$ cat config.mk
export PLATFORM = sky130hd
export DESIGN_NAME = tx_phy_regs
export DESIGN_NICKNAME = d
export VERILOG_FILES = /design/src/tx_phy_regs.v
export VERILOG_INCLUDE_DIRS = /design/src
export SDC_FILE = /design/constraint.sdc
export NUM_CORES = 1
export LEC_CHECK = 0
export BUFFER_PORTS_ARGS = -buffer_cell sky130_fd_sc_hd__buf_2
export CORE_MARGIN = 2
export CORE_UTILIZATION = 51
export CTS_BUF_LIST = sky130_fd_sc_hd__clkbuf_8
export CTS_CLUSTER_DIAMETER = 120
export DETAILED_ROUTE_END_ITERATION = 6
export PLACE_DENSITY = 0.88
export SKIP_CTS_REPAIR_TIMING = 1
export SLEW_MARGIN = 20
export SYNTH_ARGS = -nofsm -noshare
export SYNTH_HDL_FRONTEND = slang
export SYNTH_SLANG_ARGS = --single-unit
$ cat constraint.sdc
create_clock -name clk -period 2.7 [get_ports clk]
set_input_delay 0.405 -clock clk [delete_from_list [all_inputs] [get_ports clk]]
set_output_delay 0.405 -clock clk [all_outputs]
set_load 0.1 [all_outputs]
$ cat src/tx_phy_regs_consts.vh
// Constants for the transmitter PHY control and status register bank
//
// Operation
// Decode 3-bit link rate code 05/03/01 into PLL rate selects 5.40/2.70/1.62.
// Four-bit lane power-down field; a one powers that lane's transceiver down.
// Lane 0 holds a writable 5-bit pre-cursor level driven to its transmitter.
// Lanes 1 to 3 have pre-cursor registers identical to lane 0.
// Lane 0 holds a writable 5-bit post-cursor level driven to its transmitter.
// Lanes 1 to 3 have post-cursor registers identical to lane 0.
// Status register is read-only, showing live transceiver state, not stored writes.
// Status bits 1:0 reset-done lanes 0-1, bits 3:2 lanes 2-3.
// Status bit 4 lane 0/1 PLL lock, bit 5 lane 2/3, bit 6 fabric.
// Status bits 15 through 7 read as zero.
// Per-lane 2-bit buffer then error fields from bit 16 to lane 3 buffer 29:28.
// Lane 2 transmitter error sits in status bits 27:26.
// PHY-reset control bit 0 holds the PHY in reset while set.
// Writes to status are ignored; unimplemented control bits read as zero.
// Lane 1 and lane 3 error fields fill the unlisted 2-bit slots.
`ifndef TX_PHY_REGS_CONSTS_VH
`define TX_PHY_REGS_CONSTS_VH

// ----------------------------------------------------------------------------
// Register byte offsets
// ----------------------------------------------------------------------------
`define OFS_RESET_CONFIG   10'h200
`define OFS_RATE_SELECT    10'h234
`define OFS_POWER_DOWN     10'h238
`define OFS_PRE_LANE0      10'h24C
`define OFS_POST_LANE0     10'h25C
`define OFS_STATE          10'h280
`define OFS_IRQ_STATUS     10'h290
`define OFS_IRQ_MASK       10'h294
`define LANE_STRIDE        10'h004

// ----------------------------------------------------------------------------
// Field positions and codes
// ----------------------------------------------------------------------------
`define RATE_W             3
`define RATE_5G40          3'h5
`define RATE_2G70          3'h3
`define RATE_1G62          3'h1
`define LANES              4
`define TAP_W              5
`define PHY_RESET_BIT      0
`define LOCK_BASE          4
`define LANE_FIELD_BASE    16
`define IRQ_W              4

// ----------------------------------------------------------------------------
// Reset values
// ----------------------------------------------------------------------------
`define RST_RESET_CONFIG   1'h1
`define RST_RATE           3'h1
`define RST_POWER_DOWN     4'h0
`define RST_TAP            5'h00

`endif

$ cat src/tx_phy_regs.v
// Avalon-MM control and status register bank for a four-lane link transmitter PHY
//
// Added by the designer: the placing of the registers and the Avalon-MM register port.
`timescale 1ns/1ns
`include "tx_phy_regs_consts.vh"

module tx_phy_regs (
  input  wire        clk,
  input  wire        reset,
  input  wire [9:0]  address,
  input  wire        read,
  input  wire        write,
  input  wire [31:0] writedata,
  input  wire [3:0]  byteenable,
  output wire [31:0] readdata,
  output wire        waitrequest,
  output wire        irq,
  output wire        phy_reset,
  output wire [2:0]  link_rate_code,
  output wire        rate_sel_5g40,
  output wire        rate_sel_2g70,
  output wire        rate_sel_1g62,
  output wire        rate_code_invalid,
  output wire [3:0]  lane_power_down,
  output wire [19:0] pre_tap_level,
  output wire [19:0] post_tap_level,
  input  wire [3:0]  lane_reset_done,
  input  wire        pll_lock_lane01,
  input  wire        pll_lock_lane23,
  input  wire        pll_lock_fabric,
  input  wire [7:0]  lane_buffer_status,
  input  wire [7:0]  lane_tx_error
);

  // --------------------------------------------------------------------------
  // Decoding helpers
  // --------------------------------------------------------------------------
  function [31:0] merge_bytes;
    input [31:0] old_val;
    input [31:0] new_val;
    input [3:0]  be;
    integer k;
    begin
      for (k = 0; k < 4; k = k + 1) begin
        merge_bytes[k*8 +: 8] = be[k] ? new_val[k*8 +: 8] : old_val[k*8 +: 8];
      end
    end
  endfunction

  function [3:0] rate_decode;
    input [2:0] code;
    begin
      case (code)
        `RATE_5G40: rate_decode = 4'h1;
        `RATE_2G70: rate_decode = 4'h2;
        `RATE_1G62: rate_decode = 4'h4;
        default:    rate_decode = 4'h8;
      endcase
    end
  endfunction

  // One-hot lane match over a block of four per-lane registers; the write
  // decode and the read mux share it so they can never disagree
  function [3:0] lane_hit;
    input [9:0] addr;
    input [9:0] base;
    integer n;
    begin
      for (n = 0; n < `LANES; n = n + 1) begin
        lane_hit[n] = (addr == base + `LANE_STRIDE * n[9:0]);
      end
    end
  endfunction

  // --------------------------------------------------------------------------
  // Bus access: one wait cycle so read data comes from a flip-flop
  // --------------------------------------------------------------------------
  reg         ack_r;
  reg  [31:0] rdata_r;
  reg  [31:0] rdata_nxt;
  wire        acc      = (read | write) & ~ack_r;
  wire        wr_take  = write & ack_r;

  assign waitrequest = (read | write) & ~ack_r;
  assign readdata    = rdata_r;

  always @(posedge clk) begin
    if (reset) begin
      ack_r <= 1'b0;
    end else begin
      ack_r <= acc;
    end
  end

  // --------------------------------------------------------------------------
  // Control registers
  // --------------------------------------------------------------------------
  reg         phy_reset_r;
  reg  [2:0]  rate_r;
  reg  [3:0]  rate_onehot_r;
  reg  [3:0]  power_down_r;
  reg  [4:0]  pre_r  [0:3];
  reg  [4:0]  post_r [0:3];
  reg  [3:0]  irq_status_r;
  reg  [3:0]  irq_mask_r;
  wire [31:0] wval_cfg  = merge_bytes({31'h0000_0000, phy_reset_r}, writedata, byteenable);
  wire [31:0] wval_rate = merge_bytes({29'h0000_0000, rate_r}, writedata, byteenable);
  wire [31:0] wval_pd   = merge_bytes({28'h000_0000, power_down_r}, writedata, byteenable);
  wire [3:0]  pre_hit   = lane_hit(address, `OFS_PRE_LANE0);
  wire [3:0]  post_hit  = lane_hit(address, `OFS_POST_LANE0);

  always @(posedge clk) begin
    if (reset) begin
      phy_reset_r  <= `RST_RESET_CONFIG;
      rate_r       <= `RST_RATE;
      rate_onehot_r <= rate_decode(`RST_RATE);
      power_down_r <= `RST_POWER_DOWN;
    end else if (wr_take) begin
      if (address == `OFS_RESET_CONFIG) begin
        phy_reset_r <= wval_cfg[`PHY_RESET_BIT];
      end
      if (address == `OFS_RATE_SELECT) begin
        rate_r        <= wval_rate[2:0];
        // Decoded alongside the code so the selects come from flip-flops
        rate_onehot_r <= rate_decode(wval_rate[2:0]);
      end
      if (address == `OFS_POWER_DOWN) begin
        power_down_r <= wval_pd[3:0];
      end
    end
  end

  genvar g;
  generate
    for (g = 0; g < `LANES; g = g + 1) begin : lane
      wire [31:0] wval_pre  = merge_bytes({27'h000_0000, pre_r[g]}, writedata, byteenable);
      wire [31:0] wval_post = merge_bytes({27'h000_0000, post_r[g]}, writedata, byteenable);
      always @(posedge clk) begin
        if (reset) begin
          pre_r[g]  <= `RST_TAP;
          post_r[g] <= `RST_TAP;
        end else if (wr_take) begin
          if (pre_hit[g]) begin
            pre_r[g] <= wval_pre[4:0];
          end
          if (post_hit[g]) begin
            post_r[g] <= wval_post[4:0];
          end
        end
      end
      assign pre_tap_level[g*5 +: 5]  = pre_r[g];
      assign post_tap_level[g*5 +: 5] = post_r[g];
    end
  endgenerate

  // --------------------------------------------------------------------------
  // Live status word
  // --------------------------------------------------------------------------
  // Taken straight from the lane pins; nothing here is stored, so writes cannot reach it
  wire [31:0] state_word;
  assign state_word[3:0]   = lane_reset_done;
  assign state_word[6:4]   = {pll_lock_fabric, pll_lock_lane23, pll_lock_lane01};
  assign state_word[15:7]  = 9'h000;
  generate
    for (g = 0; g < `LANES; g = g + 1) begin : field
      // Buffer status then error per lane; lane 2 error lands at 27:26
      assign state_word[`LANE_FIELD_BASE + g*4 +: 2]     = lane_buffer_status[g*2 +: 2];
      assign state_word[`LANE_FIELD_BASE + g*4 + 2 +: 2] = lane_tx_error[g*2 +: 2];
    end
  endgenerate

  // --------------------------------------------------------------------------
  // Interrupt events: PLL lock loss and the OR of all lane error bits rising
  // --------------------------------------------------------------------------
  reg  [3:0] ev_prev_r;
  wire [3:0] ev_level = {|lane_tx_error, ~pll_lock_fabric, ~pll_lock_lane23, ~pll_lock_lane01};
  wire [3:0] ev_rise  = ev_level & ~ev_prev_r;
  wire       wr_irqst = wr_take & (address == `OFS_IRQ_STATUS) & byteenable[0];
  wire       wr_irqmk = wr_take & (address == `OFS_IRQ_MASK) & byteenable[0];
  reg        irq_r;
  // A new event in the clearing cycle stays set
  wire [3:0] irq_status_nxt = (irq_status_r & ~(wr_irqst ? writedata[3:0] : 4'h0)) | ev_rise;
  wire [3:0] irq_mask_nxt   = wr_irqmk ? writedata[3:0] : irq_mask_r;

  always @(posedge clk) begin
    if (reset) begin
      ev_prev_r    <= 4'h0;
      irq_status_r <= 4'h0;
      irq_mask_r   <= 4'h0;
      irq_r        <= 1'b0;
    end else begin
      ev_prev_r    <= ev_level;
      irq_status_r <= irq_status_nxt;
      irq_mask_r   <= irq_mask_nxt;
      // Built from the next values so the pin rises with its status bit
      irq_r        <= |(irq_status_nxt & irq_mask_nxt);
    end
  end

  assign irq = irq_r;

  // --------------------------------------------------------------------------
  // Read mux
  // --------------------------------------------------------------------------
  integer i;
  always @* begin
    rdata_nxt = 32'h0000_0000;
    case (address)
      `OFS_RESET_CONFIG: rdata_nxt[0]   = phy_reset_r;
      `OFS_RATE_SELECT:  rdata_nxt[2:0] = rate_r;
      `OFS_POWER_DOWN:   rdata_nxt[3:0] = power_down_r;
      `OFS_STATE:        rdata_nxt      = state_word;
      `OFS_IRQ_STATUS:   rdata_nxt[3:0] = irq_status_r;
      `OFS_IRQ_MASK:     rdata_nxt[3:0] = irq_mask_r;
      default: begin
        for (i = 0; i < `LANES; i = i + 1) begin
          if (pre_hit[i]) begin
            rdata_nxt[4:0] = pre_r[i];
          end
          if (post_hit[i]) begin
            rdata_nxt[4:0] = post_r[i];
          end
        end
      end
    endcase
  end

  always @(posedge clk) begin
    if (reset) begin
      rdata_r <= 32'h0000_0000;
    end else if (acc & read) begin
      rdata_r <= rdata_nxt;
    end
  end

  // --------------------------------------------------------------------------
  // PHY-side drives
  // --------------------------------------------------------------------------
  assign phy_reset         = phy_reset_r;
  assign link_rate_code    = rate_r;
  assign rate_sel_5g40     = rate_onehot_r[0];
  assign rate_sel_2g70     = rate_onehot_r[1];
  assign rate_sel_1g62     = rate_onehot_r[2];
  assign rate_code_invalid = rate_onehot_r[3];
  assign lane_power_down   = power_down_r;

endmodule

Yosys cells after proc, flatten, opt, wreduce, memory -nomap -nowiden

Memory sizes are Yosys's and may differ from the RTL's.
Cells that the tools add are included.

Equal/unequal tests: 17
Multiplexer cells: 67
Bitwise operators: 26
Reduce and logical (&&, ||, !) cells: 7

Operator list:

| cell                 | number |
|---|---|
| $eq 10x10->1 const B | 14 |
| $mux 5               | 24 |
| $mux 1               | 34 |
| $mux 27              | 1 |
| $and 4x4->4          | 3 |
| $pmux 2 s6           | 1 |
| $pmux 4 s3           | 1 |
| $or 1x1->1           | 9 |
| $mux 4               | 2 |
| $not 4->4            | 2 |
| $reduce_or 8->1      | 1 |
| $and 1x1->1          | 7 |
| $pmux 1 s6           | 1 |
| $reduce_and 3->1     | 2 |
| $pmux 1 s5           | 1 |
| $reduce_or 5->1      | 1 |
| $not 1->1            | 4 |
| $or 4x4->4           | 1 |
| $reduce_or 4->1      | 1 |
| $eq 3x1->1 const B   | 1 |
| $eq 3x2->1 const B   | 1 |
| $eq 3x3->1 const B   | 1 |
| $mux 3               | 1 |
| $pmux 1 s2           | 1 |
| 2 further kinds      | 2 |

Flip-flop bits (word level): 58
Bits in writable memories: 40
Output and inout bits: 86
Memories: 2

Memory list:

| name   | depth | width | read ports | clocked after memory_dff | write ports | line              | text |
|---|---|---|---|---|---|---|---|
| post_r | 4     | 5     | 4          | 0                        | 4           | tx_phy_regs.v:103 | `reg [4:0] post_r [0:3];` |
| pre_r  | 4     | 5     | 4          | 0                        | 4           | tx_phy_regs.v:102 | `reg [4:0] pre_r [0:3];` |

Depth between registers and ports, before layout

Gate-level depths: netlist (run 1).

Word-level depth: 10
Mapped depth: 9
Depth with buffers taken out: 6

Worst setup path after synthesis (run 1)

No wires, ideal clock.

Kind: reg2reg
Start point: mem post_r[0][4]
End point: reg rdata_r[4] (netlist: readdata[4])
Setup time: 103 ps
Arrival time: 2027 ps
Path slack: 569 ps
Stages on the path, launching flop included: 7
Path buffers: 0
Cells stage by stage: edfxtp_1 -> nand2b_1 -> a22o_1 -> a32oi_1 -> o21a_1 -> o221a_1 -> a2111oi_2

RTL lines:

| element              | line              | text |
|---|---|---|
| from (decl)          | tx_phy_regs.v:103 |  |
| to (signal assigned) | tx_phy_regs.v:232 | `rdata_r <= rdata_nxt;` |
| to (decl)            | tx_phy_regs.v:79  | `reg [31:0] rdata_r;` |

==> impl_metrics.csv, run 1 <==
group,metric,value,unit
run_status,outcome,"finished, final reports clean",
placement,place_congestion,0.9189,
setup_path,cp_data_arrival_time,2240,ps
timing,setup_viol,0,
logic_synthesis,synthArstFlopShare,0,
timing,max_freq,448.5,MHz
setup_path,worstPathRequired,2710,ps
placement,placed_area,4950,um^2
placement,dp_hpwl,8.951,mm
logic_synthesis,synth.avg_cell_area,9.578,um^2
clocking,cts.sinks,89,
clocking,htreeDepth,3,
setup_path,ff2ff_path_depth,4,
floorplanning,io_pins,159,
timing,skew,8.052,ps
final_layout,drive_gt1_frac,0.2801,
clocking,cts_tree,"yes",
route,drtIter0Drc,415,
floorplanning,die_y,95.83,um
route,viasPerCell,6.048,
power_and_ir_drop,p_leak,2.187,nW
setup_path,crit_fanout,7,
placement,portBuffers,119,
timing,hold_viol_final,0,
timing,setup_tns,0,ps
timing,slew-limit-headroom,0.5104,
setup_path,crit_family,"simple AND/OR/NAND/NOR gates",
final_layout,utilization,0.6310,
floorplanning,core_region_area,8175,um^2
hold_path,min_path_type,"in2reg",
clocking,clock_latency,370,ps
clocking,path_clk_slew,80,ps
setup_path,crit_start,"address[8]",
route,wl_per_cell,18.43,um
global_route,grt_pass1_wl,18.53,mm
setup_path,crit_buf_inv,1,
final_layout,stdcell_area,5159,um^2
power_and_ir_drop,clockPowerShare,0.336,
setup_path,critPathMaxStageDelay,750,ps
logic_synthesis,yosysTopAreaCellShare,0.2793,
hold_path,worstHoldStart,"pll_lock_fabric",
global_route,grt_overflow,0,
setup_path,crit_path_start_kind,"input pin",
global_route,grt.total_usage,0.2681,
final_layout,final_common_cell,"buf_2",
global_route,grt_max_degree,38,
power_and_ir_drop,netSwitchingFraction,0.3091,
final_layout,stdcell_count,669,
timing,grt_setup_unrepaired,"no",
logic_synthesis,yosys-top-cells-area,"edfxtp_1 28%, dfxtp_1 23%, a21oi_1 4.7%",
timing,whs,221.8,ps
job,max-cap-violations,0,
power_and_ir_drop,p_sw,0.9144,mW
route,drc,0,
route,antenna_left,0,
floorplanning,start_util,0.5260,
logic_synthesis,syn_inst,449,
setup_path,crit_type,"in2reg",
timing,period_needed,2230,ps
power_and_ir_drop,power_frac_seq,0.494,
logic_synthesis,synthDistinctLibCells,59,
clocking,cts_root_buf,"clkbuf_8",
logic_synthesis,syn_area,4300,um^2
global_route,grt_pass1_vias,3720,
timing,worst_pin_slew,731.7,ps
setup_path,critical-path-slowest-cell,"or4b_1",
final_layout,n_antenna_cell,0,
setup_path,cp_cell_sequence,"buf_2 > or4b_1 > nor2_1 > nand2_1 > o21bai_1",
final_layout,nNetsFinal,632,
clocking,clock_path_buffers,2,
power_and_ir_drop,power_density,573.4,nW/um^2
power_and_ir_drop,combPwrFrac,0.170,
timing,final_max_slew_viol_count,0,
floorplanning,num_rows,33,
final_layout,fill_cells,669,
logic_synthesis,synth_top_flop_cell,"dfxtp_1",
route,drt_wl_total,12.33,mm
route,vias,4046,
logic_synthesis,ys_seq_area_frac,0.5074,
floorplanning,fp.dieW,95.83,um
setup_path,critPathCaptureType,"flop",
logic_synthesis,synth-seq-cells,89,
power_and_ir_drop,ir_worst_vdd,0.0003451,V
clocking,cts_buffers,9,
final_layout,mostFrequentLayoutCells,"119 x buf_2, 49 x dfxtp_1, 46 x nand2_1",
placement,dp.cells,653,
timing,fin_crit_sh,0.8258,
final_layout,syn2layout_area_growth,19.96,%
route,drt_pass1_iterations,5,
logic_synthesis,synth_edf_count,40,
setup_path,path_depth,5,
hold_path,hold_depth,2,
logic_synthesis,synthDominantAreaCellType,"edfxtp_1",
setup_path,worstReg2RegStart,"ack_r$_SDFF_PP0_",
floorplanning,dieArea,9182,um^2
logic_synthesis,yosysWarningCount,0,
power_and_ir_drop,p_int,2.044,mW
global_route,antenna_found_initial,0,
[cell type report]
cell class	instances	area (um^2)	area share
inverter	2	7.507	0.001455
timing repair buffer	131	685.7	0.1329
clock buffer	9	123.9	0.02401
tap	105	131.4	0.02547
multi-input combinational	326	1943	0.3767
sequential	89	2182	0.4230
clock inverter	7	85.08	0.01649
[metrics by stage]
| stage | worst slack [ps] | total power, mW |
|---|---|---|
| floorplan | 569.1 | 1.881 |
| global placement | 286.5 | 1.978 |
| detailed placement | 205.4 | 1.987 |
| CTS | 532.5 | 2.944 |
| global route | 415.3 | 3.037 |
| finish | 470.3 | 2.958 |
[cells in the mapped netlist, drive strengths merged, types with 5 or more instances]
master  count
dfxtp      49
nand2      46
nor2       46
a21oi      40
edfxtp     40
and2       27
nand3      27
clkbuf     23
buf        17
and3       16
mux2i      10
nor3        8
nor2b       7
nand2b      6
a211oi      5
a22oi       5
a32oi       5
o21ai       5
o22a        5
[sequential cells by signal, indices dropped and copies added, names as in the netlist]
signal           flops
irq_status_r         4
readdata            23
pre_r               20
phy_reset            1
ack_r                1
link_rate_code       3
irq_mask_r           4
lane_power_down      4
ev_prev_r            4
irq                  1
post_r              20
rate_onehot_r        4
[logic make-up (layout without fill, tap and decap cells)]
group | after synthesis | in the layout | synth area share
other cells | 1 | 9 | 0.0008720
simple gates | 201 | 201 | 0.2488
flops | 89 | 89 | 0.5074
compound gates | 104 | 104 | 0.1656
mux | 12 | 12 | 0.02851
buf+inv | 42 | 149 | 0.04888
[power groups by stage]
stage | Combinational, mW | Clock, mW | Sequential, mW
floorplan | 0.207 | 0 | 1.67
global placement | 0.489 | 0 | 1.49
detailed placement | 0.496 | 0 | 1.49
CTS | 0.498 | 0.986 | 1.46
global route | 0.523 | 1.05 | 1.46
finish | 0.504 | 0.994 | 1.46
[path summary, 6_finish.rpt]
path,end,slack [ps]
worst min register to register,readdata[18]$_SDFFE_PP0P_,450
worst max register to register,pre_r[3][1]$_SDFFCE_PN0P_,690
worst max-delay path,pre_r[0][0]$_SDFFCE_PN0P_,470
worst min-delay path,ev_prev_r[2]$_SDFF_PP0_,220
[metal layers]
metal  track usage  wire (um)
met1        0.3419       4750
met2        0.4283       5983
met3       0.06265       1096
met4        0.1321        498
met5             0          0
[worst register-to-register path, cell delays in order, from the launching register on]
cell and delay (ps):
dfxtp_1 440, nand2_1 170, or2_2 410, nor2_1 600
and3_1 260
(Power assumes the default switching activity.)
==> inputs of run 2 (changes only) <==
Settings changed: CORE_UTILIZATION 51 to 46, PLACE_DENSITY 0.88 to 0.84.
Clock period 2.7 ns to 1.8 ns, I/O delays scaled along.
==> run 2 against run 1 <==
Against the previous run:
- sequential share of layout area shrank 2.9 points
- core utilization shrank 2.6 points
- worst setup slack lost 390 ps
- register-to-register slack lost 560 ps
- combinational power grew 60%
- cell count grew 6.7%
- clock power grew 49%
==> impl_metrics.csv, run 2 (same netlist as run 1, synthesis figures left out) <==
group,metric,value,unit
run_status,outcome,"finished, final reports clean",
clocking,cts_buffers,9,
final_layout,drive_gt1_frac,0.3472,
power_and_ir_drop,power_density,808.7,nW/um^2
route,viasPerCell,5.777,
route,wl_per_cell,18.54,um
timing,hold_viol_final,0,
power_and_ir_drop,netSwitchingFraction,0.3293,
timing,whs,89.43,ps
setup_path,critPathCaptureType,"flop",
power_and_ir_drop,ir_worst_vdd,0.0005311,V
timing,grt_setup_unrepaired,"no",
global_route,grt_overflow,0,
floorplanning,die_y,100.7,um
timing,worst_slack,78.43,ps
setup_path,worstPathRequired,2030,ps
placement,portBuffers,119,
route,antenna_left,0,
timing,period_needed,1722,ps
power_and_ir_drop,clockPowerShare,0.330,
route,drc,0,
timing,skew,11.84,ps
route,drt_pass1_iterations,5,
power_and_ir_drop,total_power,4.480,mW
power_and_ir_drop,p_int,3.005,mW
final_layout,multi_input_area,2019,um^2
global_route,grt_pass1_wl,19.94,mm
setup_path,crit_path_start_kind,"input pin",
floorplanning,core_region_area,9153,um^2
setup_path,crit_type,"in2reg",
setup_path,crit_fanout,9,
power_and_ir_drop,p_leak,2.396,nW
floorplanning,num_rows,35,
route,drt_wl_total,13.24,mm
final_layout,ff_latch_area,2183,um^2
clocking,cts.sinks,89,
power_and_ir_drop,p_sw,1.476,mW
global_route,antenna_found_initial,1,
timing,final_max_slew_viol_count,0,
power_and_ir_drop,power_frac_seq,0.490,
global_route,grt_pass1_vias,4033,
setup_path,cp_data_arrival_time,1950,ps
global_route,grt.total_usage,0.2559,
clocking,cts_tree,"yes",
clocking,path_clk_slew,90,ps
clocking,clock_latency,370,ps
final_layout,nNetsFinal,670,
floorplanning,start_util,0.4699,
job,max-cap-violations,0,
route,vias,4125,
route,drtIter0Drc,334,
timing,max_freq,580.9,MHz
clocking,cts_root_buf,"clkbuf_8",
final_layout,mostFrequentLayoutCells,"119 x buf_2, 48 x dfxtp_1, 47 x buf_4",
final_layout,utilization,0.6053,
final_layout,fill_cells,758,
placement,place_ws,-414.9,ps
clocking,htreeDepth,3,
placement,place_congestion,0.9038,
power_and_ir_drop,combPwrFrac,0.180,
timing,fin_crit_sh,0.9564,
floorplanning,fp.dieW,100.7,um
final_layout,final_common_cell,"buf_2",
final_layout,syn2layout_area_growth,28.83,%
timing,setup_viol,0,
timing,setup_tns,0,ps
hold_path,min_path_type,"in2reg",
clocking,clock_path_buffers,2,
final_layout,largest_reg_flops,23,
floorplanning,dieArea,10140,um^2
placement,dp_hpwl,9.628,mm
global_route,grt_max_degree,31,
floorplanning,io_pins,159,
run 2: cell types whose count changed in the layout (fill, tap and decap cells not counted), moves of 2 or more:
| cell | previous run | this run |
|---|---|---|
| clkinv_1 | 2 | 0 |
| buf_4 | 12 | 47 |
| inv_8 | 0 | 3 |
| nor2_1 | 43 | 40 |
| o21bai_1 | 3 | 0 |
| nor2_2 | 0 | 4 |
| o21bai_4 | 0 | 3 |
run 2: through the flow:
stage | cells | area [um^2]
2_1_floorplan | 457 | 4375
3_3_place_gp | 695 | 5283
3_5_place_dp | 695 | 5283
4_1_cts | 711 | 5492
5_1_grt | 714 | 5540
6_report | 714 | 5540
run 2: final timing paths:
path	start	end	slack, ps	depth (start not counted)
max reg2reg	ack_r$_SDFF_PP0_	post_r[0][3]$_SDFFCE_PN0P_	130	5
max	address[1]	readdata[4]$_SDFFE_PP0P_	80	7
min reg2reg	readdata[24]$_SDFFE_PP0P_	readdata[24]$_SDFFE_PP0P_	450	2
min	pll_lock_lane23	ev_prev_r[1]$_SDFF_PP0_	90	2
run 2: final cells by class:
class	instances	area share
Antenna cell	1	0.0004517
Clock buffer	9	0.02236
Clock inverter	7	0.01536
Inverter	2	0.001355
Multi-Input combinational cell	327	0.3645
Sequential cell	89	0.3941
Tap cell	111	0.02507
Timing Repair Buffer	168	0.1768
run 2: metal layers:
layer	share of wire	global-route usage	vias to the layer above
met5	0	0	-
met1	0.40	0.3157	1966
met4	0.034	0.1243	0
met3	0.068	0.05548	37
li1	-	-	1916
met2	0.50	0.4246	206
run 2: critical path: stages:
cell	delay (ps)
buf_2	120
or4b_1	540
buf_6	190
nor2_4	150
nand2_1	220
o21ai_1	340
a2111oi_4	110
run 2: power groups by stage:
| stage | Combinational [mW] | Sequential, mW | Clock (mW) |
|---|---|---|---|
| CTS | 0.791 | 2.19 | 1.49 |
| global placement | 0.780 | 2.24 | 0 |
| finish | 0.807 | 2.19 | 1.48 |
| global route | 0.842 | 2.20 | 1.56 |
| floorplan | 0.316 | 2.51 | 0 |
| detailed placement | 0.788 | 2.24 | 0 |
